$ cat src/tac_pkg.sv
package tac_pkg;
    localparam int          TAC_ADDR_W          = 4;
    localparam int          TAC_NUM_FLAGS       = 12;
    // Word index times four gives the byte address on the bus.
    localparam logic [3:0]  TAC_IDX_ABORT_CAUSE = 4'h0;
    localparam logic [3:0]  TAC_IDX_CLR_ABORT   = 4'h1;
    localparam logic [3:0]  TAC_IDX_CLR_ALL     = 4'h2;
    localparam logic [3:0]  TAC_IDX_CONTROL     = 4'h3;
    localparam logic [3:0]  TAC_IDX_TARGET      = 4'h4;
    localparam logic [3:0]  TAC_IDX_PENDING     = 4'h5;
    // Abort cause flag positions.
    localparam int          TAC_BIT_7B_ADDR     = 0;
    localparam int          TAC_BIT_10B_ADDR1   = 1;
    localparam int          TAC_BIT_10B_ADDR2   = 2;
    localparam int          TAC_BIT_DATA_NACK   = 3;
    localparam int          TAC_BIT_GC_NACK     = 4;
    localparam int          TAC_BIT_GC_READ     = 5;
    localparam int          TAC_BIT_HS_ACKED    = 6;
    localparam int          TAC_BIT_SB_ACKED    = 7;
    localparam int          TAC_BIT_HS_NORST    = 8;
    localparam int          TAC_BIT_SB_NORST    = 9;
    localparam int          TAC_BIT_10B_RD_NORST = 10;
    localparam int          TAC_BIT_MASTER_DIS  = 11;
    // Control register fields.
    localparam int          TAC_CTL_MASTER_EN   = 0;
    localparam int          TAC_CTL_RESTART_EN  = 5;
    // Target register fields.
    localparam int          TAC_TGT_GENERAL_CALL_OR_START_BYTE_SELECT = 10;
    localparam int          TAC_TGT_COMMAND_SELECT_A     = 11;
    localparam logic [31:0] TAC_CONTROL_RESET   = 32'h0000_0021;
    localparam logic [31:0] TAC_TARGET_RESET    = 32'h0000_0000;
    localparam logic [31:0] TAC_ZERO_WORD       = 32'h0000_0000;
    localparam logic [11:0] TAC_FLAGS_RESET     = 12'h000;
    typedef enum logic [1:0] {
        TAC_BUS_IDLE = 2'b00,
        TAC_BUS_ACK  = 2'b01
    } tac_bus_state_type;
endpackage

$ cat src/tac_abort_cause.sv
// Added by the designer: the address map and the Avalon-MM interface to the registers.
`timescale 1ns/1ns
// Contract
// - Starting a master operation with master mode off sets the master-disabled flag.
// - A ten-bit read with restarts disabled sets the ten-bit-read-without-restart flag.
// - A start byte with restarts disabled sets the start-byte-without-restart flag.
// - Clearing the start-byte-without-restart flag while its cause stands drops it one cycle, then it returns.
// - A high-speed transfer with restarts disabled sets the high-speed-without-restart flag.
// - An acknowledged start byte sets the start-byte-acknowledged flag.
// - An acknowledged high-speed master code sets the high-speed-code-acknowledged flag.
// - A read queued after a general call sets the general-call-read flag.
// - An unacknowledged general call sets the general-call-unacknowledged flag.
// - A data byte not acknowledged after an acknowledged address sets the data-unacknowledged flag.
// - An unacknowledged second ten-bit address byte sets the second-address-byte flag.
// - An unacknowledged first ten-bit address byte sets the first-address-byte flag.
// - An unacknowledged seven-bit address sets the seven-bit-address flag.
// - Any set flag raises the transmit abort event bit.
// - Reading either clear register clears all flags, the start-byte flag only once its cause is gone.
module tac_abort_cause
    import tac_pkg::*;
(
    input  wire logic                  clk,
    input  wire logic                  resetn,
    input  wire logic [TAC_ADDR_W-1:0] address,
    input  wire logic                  read,
    input  wire logic                  write,
    input  wire logic [31:0]           writedata,
    input  wire logic [3:0]            byteenable,
    output logic [31:0]                readdata,
    output logic                       waitrequest,
    input  wire logic                  master_start,
    input  wire logic                  cmd_is_read,
    input  wire logic                  tenbit_mode,
    input  wire logic                  highspeed_mode,
    input  wire logic                  addr_phase_nack,
    input  wire logic                  addr2_phase_nack,
    input  wire logic                  data_phase_nack,
    input  wire logic                  gcall_phase_nack,
    input  wire logic                  start_byte_acked,
    input  wire logic                  hs_code_acked,
    input  wire logic                  gcall_sent,
    output logic                       transmit_abort_event_q,
    output logic                       repeated_start_enable_q,
    output logic                       master_enable_q
);
    logic [31:0]              controller_config_q;
    logic [31:0]              controller_config_d;
    logic [31:0]              target_address_config_q;
    logic [31:0]              target_address_config_d;
    logic [31:0]              readdata_d;
    logic [31:0]              readdata_q;
    logic [TAC_NUM_FLAGS-1:0] set_vec;
    logic [TAC_NUM_FLAGS-1:0] hold_vec;
    logic [TAC_NUM_FLAGS-1:0] abort_flags;
    logic                     strobe;
    logic                     restart_en;
    logic                     command_select_a_cmd;
    logic                     clear_rd;
    logic                     start_byte_cause;
    logic                     master_on;

    tac_bus u_bus (
        .clk         (clk),
        .resetn      (resetn),
        .read        (read),
        .write       (write),
        .waitrequest (waitrequest),
        .strobe_q    (strobe)
    );

    assign restart_en  = controller_config_q[TAC_CTL_RESTART_EN];
    assign master_on   = controller_config_q[TAC_CTL_MASTER_EN];
    assign command_select_a_cmd = target_address_config_q[TAC_TGT_COMMAND_SELECT_A];
    assign start_byte_cause = !restart_en && command_select_a_cmd
                            && target_address_config_q[TAC_TGT_GENERAL_CALL_OR_START_BYTE_SELECT];
    assign clear_rd = strobe && read
                    && (address == TAC_IDX_CLR_ABORT || address == TAC_IDX_CLR_ALL);

    // Cause detection; every cause but master-disabled only counts while master mode is on.
    always_comb begin
        set_vec = '0;
        hold_vec = '0;
        set_vec[TAC_BIT_MASTER_DIS]   = master_start && !master_on;
        set_vec[TAC_BIT_10B_RD_NORST] = master_start && master_on && !restart_en
                                        && tenbit_mode && cmd_is_read;
        set_vec[TAC_BIT_SB_NORST]     = master_start && master_on && start_byte_cause;
        hold_vec[TAC_BIT_SB_NORST]    = start_byte_cause;
        set_vec[TAC_BIT_HS_NORST]     = master_start && master_on && !restart_en && highspeed_mode;
        set_vec[TAC_BIT_SB_ACKED]     = master_on && start_byte_acked;
        set_vec[TAC_BIT_HS_ACKED]     = master_on && highspeed_mode && hs_code_acked;
        set_vec[TAC_BIT_GC_READ]      = master_on && gcall_sent && cmd_is_read;
        set_vec[TAC_BIT_GC_NACK]      = master_on && gcall_phase_nack;
        set_vec[TAC_BIT_DATA_NACK]    = master_on && data_phase_nack;
        set_vec[TAC_BIT_10B_ADDR2]    = master_on && tenbit_mode && addr2_phase_nack;
        set_vec[TAC_BIT_10B_ADDR1]    = master_on && tenbit_mode && addr_phase_nack;
        set_vec[TAC_BIT_7B_ADDR]      = master_on && !tenbit_mode && addr_phase_nack;
    end

    genvar gi;
    generate
        for (gi = 0; gi < TAC_NUM_FLAGS; gi++) begin : g_flag
            tac_flag u_flag (
                .clk      (clk),
                .resetn   (resetn),
                .set_in   (set_vec[gi]),
                .clear_in (clear_rd),
                .hold_in  (hold_vec[gi]),
                .flag_q   (abort_flags[gi])
            );
        end
    endgenerate

    // Configuration writes honour byte enables; the abort register ignores writes.
    always_comb begin
        controller_config_d     = controller_config_q;
        target_address_config_d = target_address_config_q;
        if (strobe && write) begin
            for (int b = 0; b < 4; b++) begin
                if (byteenable[b]) begin
                    if (address == TAC_IDX_CONTROL) begin
                        controller_config_d[b*8 +: 8] = writedata[b*8 +: 8];
                    end
                    if (address == TAC_IDX_TARGET) begin
                        target_address_config_d[b*8 +: 8] = writedata[b*8 +: 8];
                    end
                end
            end
        end
    end

    always_comb begin
        readdata_d = TAC_ZERO_WORD;
        if (read && waitrequest) begin
            case (address)
                TAC_IDX_ABORT_CAUSE: readdata_d = {20'h0_0000, abort_flags};
                TAC_IDX_CLR_ABORT:   readdata_d = {31'h0000_0000, transmit_abort_event_q};
                TAC_IDX_CLR_ALL:     readdata_d = {31'h0000_0000, transmit_abort_event_q};
                TAC_IDX_CONTROL:     readdata_d = controller_config_q;
                TAC_IDX_TARGET:      readdata_d = target_address_config_q;
                TAC_IDX_PENDING:     readdata_d = {31'h0000_0000, transmit_abort_event_q};
                default:             readdata_d = TAC_ZERO_WORD;
            endcase
        end else begin
            readdata_d = readdata_q;
        end
    end

    always_ff @(posedge clk or negedge resetn) begin
        if (!resetn) begin
            controller_config_q     <= TAC_CONTROL_RESET;
            target_address_config_q <= TAC_TARGET_RESET;
            readdata_q              <= TAC_ZERO_WORD;
            transmit_abort_event_q  <= 1'b0;
            repeated_start_enable_q <= TAC_CONTROL_RESET[TAC_CTL_RESTART_EN];
            master_enable_q         <= TAC_CONTROL_RESET[TAC_CTL_MASTER_EN];
        end else begin
            controller_config_q     <= controller_config_d;
            target_address_config_q <= target_address_config_d;
            readdata_q              <= readdata_d;
            transmit_abort_event_q  <= |abort_flags;
            repeated_start_enable_q <= controller_config_d[TAC_CTL_RESTART_EN];
            master_enable_q         <= controller_config_d[TAC_CTL_MASTER_EN];
        end
    end

    assign readdata = readdata_q;

    a_master_dis_set: assert property (@(posedge clk) disable iff (!resetn)
        (master_start && !master_on) |=> abort_flags[TAC_BIT_MASTER_DIS])
        else $error("master disabled abort not set");
    a_tenbit_rd_set: assert property (@(posedge clk) disable iff (!resetn)
        set_vec[TAC_BIT_10B_RD_NORST] |=> abort_flags[TAC_BIT_10B_RD_NORST])
        else $error("ten-bit read abort not set");

    a_sbyte_hold_back: assert property (@(posedge clk) disable iff (!resetn)
        (clear_rd && start_byte_cause && abort_flags[TAC_BIT_SB_NORST] && !set_vec[TAC_BIT_SB_NORST])
        ##1 start_byte_cause |-> !abort_flags[TAC_BIT_SB_NORST] ##1 abort_flags[TAC_BIT_SB_NORST])
        else $error("start byte flag did not drop then return");

    a_sbyte_set: assert property (@(posedge clk) disable iff (!resetn)
        (master_start && master_on && start_byte_cause) |=> abort_flags[TAC_BIT_SB_NORST])
        else $error("start byte abort not set");

    a_addr7_set: assert property (@(posedge clk) disable iff (!resetn)
        (master_on && !tenbit_mode && addr_phase_nack && !abort_flags[TAC_BIT_10B_ADDR1])
        |=> abort_flags[TAC_BIT_7B_ADDR] && !abort_flags[TAC_BIT_10B_ADDR1])
        else $error("seven-bit nack flag wrong");

    a_addr10_set: assert property (@(posedge clk) disable iff (!resetn)
        (master_on && tenbit_mode && addr_phase_nack && !$past(abort_flags[TAC_BIT_7B_ADDR])) |=> abort_flags[TAC_BIT_10B_ADDR1])
        else $error("ten-bit first byte flag not set");
    a_event_follows: assert property (@(posedge clk) disable iff (!resetn)
        (|abort_flags) |=> transmit_abort_event_q)
        else $error("abort event not raised");
    a_clear_works: assert property (@(posedge clk) disable iff (!resetn)
        (clear_rd && set_vec == '0 && !start_byte_cause) |=> abort_flags == '0)
        else $error("clear read left flags set");
    a_flags_quiet: assert property (@(posedge clk) disable iff (!resetn)
        ($past(abort_flags) == '0 && $past(set_vec) == '0 && $past(hold_vec) == '0) |-> abort_flags == '0)
        else $error("flag rose without cause");
    a_data_nack_set: assert property (@(posedge clk) disable iff (!resetn)
        (master_on && data_phase_nack) |=> abort_flags[TAC_BIT_DATA_NACK])
        else $error("data nack flag not set");


    a_hs_norst_set: assert property (@(posedge clk) disable iff (!resetn)
        set_vec[TAC_BIT_HS_NORST] |=> abort_flags[TAC_BIT_HS_NORST])
        else $error("high-speed without restart abort not set");

    a_sb_acked_set: assert property (@(posedge clk) disable iff (!resetn)
        (master_on && start_byte_acked) |=> abort_flags[TAC_BIT_SB_ACKED])
        else $error("start byte acked abort not set");

    a_hs_acked_set: assert property (@(posedge clk) disable iff (!resetn)
        (master_on && highspeed_mode && hs_code_acked) |=> abort_flags[TAC_BIT_HS_ACKED])
        else $error("high-speed code acked abort not set");

    a_hs_acked_needs_hs: assert property (@(posedge clk) disable iff (!resetn)
        (hs_code_acked && !highspeed_mode && !abort_flags[TAC_BIT_HS_ACKED]) |=> !abort_flags[TAC_BIT_HS_ACKED])
        else $error("high-speed code acked abort set outside high-speed mode");

    a_gc_read_set: assert property (@(posedge clk) disable iff (!resetn)
        (master_on && gcall_sent && cmd_is_read) |=> abort_flags[TAC_BIT_GC_READ])
        else $error("general call read abort not set");

    a_gc_read_needs_read: assert property (@(posedge clk) disable iff (!resetn)
        (gcall_sent && !cmd_is_read && !abort_flags[TAC_BIT_GC_READ]) |=> !abort_flags[TAC_BIT_GC_READ])
        else $error("general call read abort set without a read");

    a_gc_nack_set: assert property (@(posedge clk) disable iff (!resetn)
        (master_on && gcall_phase_nack) |=> abort_flags[TAC_BIT_GC_NACK])
        else $error("general call nack abort not set");

    a_addr2_set: assert property (@(posedge clk) disable iff (!resetn)
        (master_on && tenbit_mode && addr2_phase_nack) |=> abort_flags[TAC_BIT_10B_ADDR2])
        else $error("second address byte abort not set");

    a_others_clear: assert property (@(posedge clk) disable iff (!resetn)
        (clear_rd && set_vec == '0) |=> (abort_flags & ~(12'(1 << TAC_BIT_SB_NORST))) == '0)
        else $error("clear read left a flag set");

    a_sbyte_fixed_clears: assert property (@(posedge clk) disable iff (!resetn)
        (clear_rd && !start_byte_cause && !set_vec[TAC_BIT_SB_NORST]) |=> !abort_flags[TAC_BIT_SB_NORST])
        else $error("start byte flag kept after its cause was fixed");

    a_event_drops: assert property (@(posedge clk) disable iff (!resetn)
        (abort_flags == '0) |=> !transmit_abort_event_q)
        else $error("abort event raised without a flag");

    a_cause_readonly: assert property (@(posedge clk) disable iff (!resetn)
        (strobe && write && set_vec == '0 && hold_vec == '0) |=> $stable(abort_flags))
        else $error("a write changed the abort flags");

    a_cause_readback: assert property (@(posedge clk) disable iff (!resetn)
        (read && waitrequest && address == TAC_IDX_ABORT_CAUSE) |=> readdata == {20'h0_0000, $past(abort_flags)})
        else $error("abort cause read back wrong");

    a_unmapped_zero: assert property (@(posedge clk) disable iff (!resetn)
        (read && waitrequest && address > TAC_IDX_PENDING) |=> readdata == TAC_ZERO_WORD)
        else $error("unmapped read not zero");

    a_pending_read: assert property (@(posedge clk) disable iff (!resetn)
        (read && waitrequest && address == TAC_IDX_PENDING) |=> readdata == {31'h0000_0000, $past(transmit_abort_event_q)})
        else $error("pending event read back wrong");

    a_clear_read_event: assert property (@(posedge clk) disable iff (!resetn)
        (read && waitrequest && (address == TAC_IDX_CLR_ABORT || address == TAC_IDX_CLR_ALL))
        |=> readdata == {31'h0000_0000, $past(transmit_abort_event_q)})
        else $error("clear register read back wrong");

    a_master_en_write: assert property (@(posedge clk) disable iff (!resetn)
        (strobe && write && address == TAC_IDX_CONTROL && byteenable[0])
        |=> master_on == $past(writedata[TAC_CTL_MASTER_EN]))
        else $error("master enable write lost");

    a_byte_lane_skip: assert property (@(posedge clk) disable iff (!resetn)
        (strobe && write && address == TAC_IDX_CONTROL && !byteenable[0]) |=> $stable(master_on))
        else $error("disabled byte lane changed master enable");

    a_restart_write: assert property (@(posedge clk) disable iff (!resetn)
        (strobe && write && address == TAC_IDX_CONTROL && byteenable[0])
        |=> restart_en == $past(writedata[TAC_CTL_RESTART_EN]))
        else $error("restart enable write lost");

    a_command_select_a_write: assert property (@(posedge clk) disable iff (!resetn)
        (strobe && write && address == TAC_IDX_TARGET && byteenable[1])
        |=> command_select_a_cmd == $past(writedata[TAC_TGT_COMMAND_SELECT_A]))
        else $error("command_select_a command write lost");

    a_master_dis_only: assert property (@(posedge clk) disable iff (!resetn)
        (master_start && !master_on && abort_flags == '0 && !start_byte_cause)
        |=> abort_flags == 12'(1 << TAC_BIT_MASTER_DIS))
        else $error("master disabled start raised another flag");

    a_wait_single: assert property (@(posedge clk) disable iff (!resetn)
        !waitrequest |=> waitrequest)
        else $error("waitrequest low for more than one cycle");

    c_clear_read: cover property (@(posedge clk) disable iff (!resetn) clear_rd && |abort_flags);

    c_tenbit_rd: cover property (@(posedge clk) disable iff (!resetn) set_vec[TAC_BIT_10B_RD_NORST]);

    c_master_dis: cover property (@(posedge clk) disable iff (!resetn) set_vec[TAC_BIT_MASTER_DIS]);

    c_sbyte_return: cover property (@(posedge clk) disable iff (!resetn)
        clear_rd && start_byte_cause ##2 abort_flags[TAC_BIT_SB_NORST]);
    c_gcall_read: cover property (@(posedge clk) disable iff (!resetn) set_vec[TAC_BIT_GC_READ]);
endmodule

$ cat src/tac_bus.sv
`timescale 1ns/1ns
module tac_bus
    import tac_pkg::*;
(
    input  wire logic        clk,
    input  wire logic        resetn,
    input  wire logic        read,
    input  wire logic        write,
    output logic             waitrequest,
    output logic             strobe_q
);
    tac_bus_state_type state_q;
    tac_bus_state_type state_d;

    // One wait cycle, then a single-cycle strobe releases the request.
    always_comb begin
        case (state_q)
            TAC_BUS_IDLE: state_d = (read || write) ? TAC_BUS_ACK : TAC_BUS_IDLE;
            TAC_BUS_ACK:  state_d = TAC_BUS_IDLE;
            default:      state_d = TAC_BUS_IDLE;
        endcase
    end

    always_ff @(posedge clk or negedge resetn) begin
        if (!resetn) begin
            state_q     <= TAC_BUS_IDLE;
            strobe_q    <= 1'b0;
            waitrequest <= 1'b1;
        end else begin
            state_q     <= state_d;
            strobe_q    <= (state_d == TAC_BUS_ACK);
            waitrequest <= (state_d != TAC_BUS_ACK);
        end
    end
endmodule

$ cat src/tac_flag.sv
`timescale 1ns/1ns
module tac_flag
    import tac_pkg::*;
(
    input  wire logic clk,
    input  wire logic resetn,
    input  wire logic set_in,
    input  wire logic clear_in,
    input  wire logic hold_in,
    output logic      flag_q
);
    logic flag_d;
    logic rearm_q;
    logic rearm_d;

    // A set in the clear cycle wins; clearing a set flag while its hold stands drops it one cycle, then re-asserts it.
    // The hold alone never raises a flag that was not set, so a standing cause is not mistaken for an abort.
    always_comb begin
        flag_d  = flag_q;
        rearm_d = 1'b0;
        if (clear_in) begin
            flag_d  = 1'b0;
            rearm_d = hold_in && flag_q;
        end
        if (set_in || (rearm_q && hold_in)) begin
            flag_d = 1'b1;
        end
    end

    always_ff @(posedge clk or negedge resetn) begin
        if (!resetn) begin
            flag_q  <= 1'b0;
            rearm_q <= 1'b0;
        end else begin
            flag_q  <= flag_d;
            rearm_q <= rearm_d;
        end
    end
endmodule

$ cat config.mk
export PLATFORM = sky130hd
export DESIGN_NAME = tac_abort_cause
export DESIGN_NICKNAME = d
export VERILOG_FILES = /design/src/tac_pkg.sv /design/src/tac_abort_cause.sv /design/src/tac_bus.sv /design/src/tac_flag.sv
export SDC_FILE = /design/constraint.sdc
export NUM_CORES = 1
export LEC_CHECK = 0
export ABC_AREA = 1
export BUFFER_PORTS_ARGS = -buffer_cell sky130_fd_sc_hd__buf_2
export CORE_UTILIZATION = 40
export CTS_CLUSTER_DIAMETER = 60
export DETAILED_ROUTE_END_ITERATION = 7
export HOLD_SLACK_MARGIN = 0.03
export MAX_ROUTING_LAYER = met4
export SLEW_MARGIN = 15
export SYNTH_ARGS = -nofsm -noshare
export SYNTH_HDL_FRONTEND = slang
export SYNTH_HIERARCHICAL = 1
export SYNTH_SLANG_ARGS = --single-unit
$ cat constraint.sdc
create_clock -name clk -period 2.6 [get_ports clk]
set_input_delay 0.26 -clock clk [delete_from_list [all_inputs] [get_ports clk]]
set_output_delay 0.26 -clock clk [all_outputs]
set_load 0.01 [all_outputs]
Word level (Yosys, flattened, before mapping)
Cells that the tools add are included.
{"block": "op_classes", "n_mux": 20, "eq_ne": 7, "n_reduce_logical": 57}
{"operator": "32-bit one-hot mux with 4 select lines", "count": 1}
{"operator": "1-bit logical AND", "count": 27}
{"operator": "3-bit AND reduction", "count": 8}
{"operator": "2-bit nonzero test", "count": 12}
{"operator": "6-bit two-way mux", "count": 3}
{"operator": "1-bit two-way mux", "count": 15}
{"operator": "12-bit OR reduction", "count": 1}
{"operator": "4-bit by 2-bit == test with 1-bit output, second input constant", "count": 2}
{"operator": "4-bit by 3-bit == test with 1-bit output, second input constant", "count": 2}
{"operator": "4-bit by 1-bit == test with 1-bit output, second input constant", "count": 1}
{"operator": "4-bit logical NOT", "count": 1}
{"operator": "1-bit logical NOT", "count": 3}
{"operator": "1-bit logical OR", "count": 3}
{"operator": "3-bit OR reduction", "count": 1}
{"operator": "2-bit by 1-bit == test with 1-bit output, second input constant", "count": 1}
{"operator": "2-bit logical NOT", "count": 1}
{"operator": "2-bit two-way mux", "count": 1}
{"operator": "2-bit by 1-bit != test with 1-bit output, second input constant", "count": 1}
{"block": "totals", "wordCells": 113, "reg_bits": 116}

Depth between registers and ports, before layout
{"block": "depth", "ltp_word": 6, "mapped_depth": 8}

By module
Netlist, hierarchy kept.
{"module": "tac_abort_cause", "instances": 1, "seq_area_each_um2": 2429.8, "cells_each": 554, "area_per_inst_um2": 4631.9}
{"module": "tac_flag", "instances": 12, "seq_area_each_um2": 50.0, "cells_each": 9, "area_per_inst_um2": 80.1}
{"module": "tac_bus", "instances": 1, "seq_area_each_um2": 51.3, "cells_each": 5, "area_per_inst_um2": 66.3}

Worst setup path after synthesis
No wires, ideal clock.
{"block": "synth_timing", "path_kind": "input port to flip-flop", "start": "input port address[3]", "end": "register g_flag[0].u_flag.flag_q", "path_stages": 6, "path_buffers": 0, "path_slack_ns": 0.593, "arrival_ns": 1.882, "setup_ns": 0.125, "cell_sequence": "nor2_2 nand3_1 nor3_1 inv_2 nand2_1 nand3_1"}
{"block": "synth_between", "elab_chain_len": 4, "elab_cells_between_ends": 5}
{"element": "start: declaration", "line_no": "tac_abort_cause.sv:24", "rtl": "input wire logic [TAC_ADDR_W-1:0] address,"}
{"element": "4-bit by 1-bit == test with 1-bit output or 4-bit by 2-bit == test with 1-bit output (tied branches)", "line_no": "tac_abort_cause.sv:77", "rtl": "&& (address == TAC_IDX_CLR_ABORT || address == TAC_IDX_CLR_ALL);"}
{"element": "1-bit logical OR (*)", "line_no": "tac_abort_cause.sv:77"}
{"element": "1-bit logical AND (*)", "line_no": "tac_abort_cause.sv:77"}
{"element": "named net clear_rd", "line_no": "tac_abort_cause.sv:58", "rtl": "logic clear_rd;"}
{"element": "2-bit nonzero test (no source line) (*)"}
{"element": "end signal: assignment", "line_no": "tac_flag.sv:35", "rtl": "flag_q <= flag_d;"}
{"element": "end: declaration", "line_no": "tac_flag.sv:10", "rtl": "output logic flag_q"}
The timed path passes the listed nets; every way through them passes the cells marked *.
A chain may end at the register's enable or synchronous reset.

Worst setup path in the final report
{"block": "layout_timing", "start": "input port write", "end": "register target_address_config_q[1]"}
{"block": "layout_between", "elab_chain_len": 2}
{"element": "start: declaration", "line_no": "tac_abort_cause.sv:26", "rtl": "input wire logic write,"}
{"element": "1-bit logical AND", "line_no": "tac_abort_cause.sv:117", "rtl": "if (strobe && write) begin"}
{"element": "3-bit AND reduction (no source line)"}
{"element": "end signal: assignment", "line_no": "tac_abort_cause.sv:158", "rtl": "target_address_config_q <= target_address_config_d;"}
{"element": "end: declaration", "line_no": "tac_abort_cause.sv:48", "rtl": "logic [31:0] target_address_config_q;"}
No other way between the ends.

==> summary.txt <==
Antenna-violating nets left - 0
Count of warnings emitted by yosys - 6
Transition time at the pin with the least slew margin - 0.655 ns
Antenna violations before repair - 0
Number of global-route vias before repair - 4270
Setup skew after layout - 0.00598 ns
Count of cell types in the netlist - 27
Gate count of the mapped netlist - 667
Worst path max stage delay - 0.52 ns
Post-route setup TNS - 0 ns
Per-instance average area after synthesis - 8.48 sq um
Via density per instance - 4.51
Post-Route WL - 12600 um
Highest-count cells in the layout ignoring fill and taps - sky130_fd_sc_hd__nand2_1, sky130_fd_sc_hd__dfrtp_1, sky130_fd_sc_hd__buf_2
Count of clock tree sinks - 123
Count of fill cells added during filler insertion - 1331
Antenna Diode Count - 0
Critical Setup Path Class - input port to flip-flop
Gates resized, CTS repair - 0
Insertion delay to the later sink of the worst-skew pair - 0.41 ns
DIE WIDTH - 121 um
Die area - 0.0146 sq mm
Max-cap violations - 0
Combined global-route utilization of all metal layers - 0.193
Net count, final - 838
Initial cell density of the core - 0.409
DRT Pass-1 Iters - 4
Sequential-to-total area share from yosys stat - 0.545
TritonCTS clock tree - yes
Synth Register Bits - 123
Post-CTS Hold Fix Bufs - 2
Crit path top cell by count - sky130_fd_sc_hd__nand2_1
Number of design rule violations left after detail routing - 0
Startpoint Class - input port
Sequential cell area in the final layout - 0.00308 sq mm
Post-detailed-placement half-perimeter wirelength - 8900 um
Minimum setup slack in the final design - 0.956 ns
RSZ-0062 raised after global routing - false
Cell family contributing the most delay on the critical path - simple AND/OR/NAND/NOR gates
Result of the run - finished, final reports clean
Worst slack, placed - 0.844 ns
Detailed-route wire length per cell - 13.0 um
Final critical path time including I/O delays and setup - 1.64 ns
Count of final max-slew check failures - 0
Worst-case vdd ir drop - 481 uV
Required time at the worst-slack endpoint - 2.89 ns
P_leak - 0.00385 uW
Worst Path Arrival - 1.93 ns
Placement row count - 43
P per Cell Area - 748 mW/mm^2
Worst rel slew slack - 0.562
Buffer levels on the longest clock path - 2
Ordered list of cells on the worst path - dlygate4sd3_1, buf_2, nand2_1, nor2_1, nand2_2, nand2_1, o21ai_2
Clock buffer count from CTS - 17
Growth of design area from synthesis to finish - 21.5%
Commonest non-fill, non-tap cell in the layout - sky130_fd_sc_hd__nand2_1
Vias - 4395
Critical-path top delay cell - sky130_fd_sc_hd__dlygate4sd3_1
Post-CTS repair timing setup buffer count - 0
Global placer's final weighted congestion - 0.799
I/O Pins - 91
Buf+Inv Stages, Crit Path - 2
Pin count of the biggest net entering global routing - 53
Critical path peak fanout - 16
Endpoints failing hold - 0
Height of the die - 121 um
Share of the clock period used by the worst path - 0.632
Wire length of the first global-routing pass - 20700 um
Layout cell share with drive strength beyond 1 - 0.267
Total gr overflow - 0
Setup-violating endpoint count in the final report - 0
Number of I/O port buffers - 90
Area of the placeable core - 0.0138 sq mm
Clock root buffer - sky130_fd_sc_hd__clkbuf_16
DRC violation total after the first TritonRoute iteration - 257
Number of levels in the clock H-tree - 4
Area taken by multi-input logic gates - 0.00219 sq mm
Element type at the critical path end - flip-flop
Max Clock Freq - 0.608 GHz
Worst hold-check path type - input port to flip-flop
Mapped Area - 0.00566 sq mm
CTS clk-pin slew, worst paths - 0.05 ns
[worst reg2reg max path: cells and delay by family, from the launching register on]
| kind | cells | cell delay (ns) |
|---|---|---|
| DFF | 1 | 0.38 |
| and+or+nand+nor | 4 | 0.99 |
| AOI/OAI and AO/OA | 1 | 0.06 |
[flip-flops by register name, summed over array words and instances, names as in the netlist]
signal	cells
controller_config_q	32
readdata	32
target_address_config_q	32
g_flag.u_flag/flag_q	12
g_flag.u_flag/rearm_q	12
transmit_abort_event_q	1
u_bus/strobe_q	1
u_bus/waitrequest	1
[power breakdown]
| group | total, uW | switching [uW] | internal (uW) | leakage (uW) |
|---|---|---|---|---|
| Sequential | 2360 | 198 | 2160 | 0.00163 |
| Clock | 2200 | 797 | 1400 | 0.000272 |
| Combinational | 583 | 353 | 229 | 0.00195 |
[cell families (layout without fill, tap and decap cells)]
logic type	Yosys count	after routing	synth area share
AND/OR/NAND/NOR	378	378	0.283
flip-flops	123	123	0.545
buffers and inverters	99	206	0.0827
AO/OA/AOI/OAI	66	66	0.0891
other	1	22	0.000663
[cells in the mapped netlist]
cell | number | share of area
sky130_fd_sc_hd__nand2_2 | 3 | 0.0033
sky130_fd_sc_hd__nand2_1 | 301 | 0.20
sky130_fd_sc_hd__o21bai_1 | 2 | 0.0027
sky130_fd_sc_hd__nor2_1 | 13 | 0.0086
sky130_fd_sc_hd__inv_1 | 63 | 0.042
sky130_fd_sc_hd__buf_6 | 11 | 0.022
sky130_fd_sc_hd__nor2_8 | 2 | 0.0071
sky130_fd_sc_hd__nor2_2 | 13 | 0.014
sky130_fd_sc_hd__buf_1 | 2 | 0.0013
sky130_fd_sc_hd__inv_2 | 14 | 0.0093
sky130_fd_sc_hd__nand4_1 | 1 | 0.0011
sky130_fd_sc_hd__dfstp_2 | 3 | 0.014
sky130_fd_sc_hd__nor3_1 | 6 | 0.0053
sky130_fd_sc_hd__nand3_1 | 27 | 0.024
sky130_fd_sc_hd__nor4_1 | 3 | 0.0033
sky130_fd_sc_hd__o21ai_2 | 45 | 0.070
sky130_fd_sc_hd__conb_1 | 1 | 0.00066
sky130_fd_sc_hd__nand3b_1 | 1 | 0.0013
sky130_fd_sc_hd__nand2_4 | 6 | 0.012
sky130_fd_sc_hd__buf_2 | 2 | 0.0018
sky130_fd_sc_hd__o21ai_1 | 3 | 0.0027
sky130_fd_sc_hd__nor2_4 | 1 | 0.0020
sky130_fd_sc_hd__and3_1 | 1 | 0.0011
sky130_fd_sc_hd__dfrtp_1 | 120 | 0.53
sky130_fd_sc_hd__buf_4 | 3 | 0.0040
sky130_fd_sc_hd__clkbuf_1 | 4 | 0.0027
sky130_fd_sc_hd__o21ai_0 | 16 | 0.014
[final cells by class]
class                      instances  share of cell area
sequential                       123               0.448
multi-input combinational        466               0.319
timing repair buffer              98              0.0771
clock buffer                      24              0.0715
inverter                          77              0.0420
tap                              180              0.0328
clock inverter                     7             0.00946
[per-stage QoR]
step / cells / util / total power (uW) / hold slack [ns] / instance area, sq um
3_5_place_dp: 942 / 0.456 / 2980 / 0.307 / 6300
3_3_place_gp: 942 / 0.456 / 2950 / 0.307 / 6300
5_1_grt: 975 / 0.497 / 5400 / 0.0469 / 6880
4_1_cts: 975 / 0.497 / 5190 / 0.0301 / 6880
2_1_floorplan: 688 / - / 2720 / -0.0356 / 5740
6_report: 975 / 0.497 / 5140 / 0.0484 / 6880
[metal layers]
layer	part of all wire	GRT usage	wire length (um)	up-vias
met5	0	-	0	-
met4	0.012	0.0725	150	0
met3	0.042	0.0493	532	12
met2	0.49	0.309	6190	77
met1	0.46	0.234	5770	2050
li1	-	-	-	2256
[path summary, 6_finish.rpt]
kind | from | end | slack [ns] | depth (start not counted)
setup / recovery | write | target_address_config_q[1]$_DFFE_PN0P_ | 0.96 | 7
hold / removal | read | u_bus/waitrequest$_DFF_PN1_ | 0.05 | 2
setup reg to reg | u_bus/strobe_q$_DFF_PN0_ | target_address_config_q[1]$_DFFE_PN0P_ | 1.04 | 5
hold reg to reg | readdata[24]$_DFFE_PN0P_ | readdata[24]$_DFFE_PN0P_ | 0.47 | 2
max in group asynchronous | resetn | g_flag[1].u_flag/rearm_q$_DFF_PN0_ | 1.41 | 3
min in group asynchronous | resetn | g_flag[9].u_flag/flag_q$_DFFE_PN0P_ | 0.40 | 2
(Power assumes the default switching activity.)
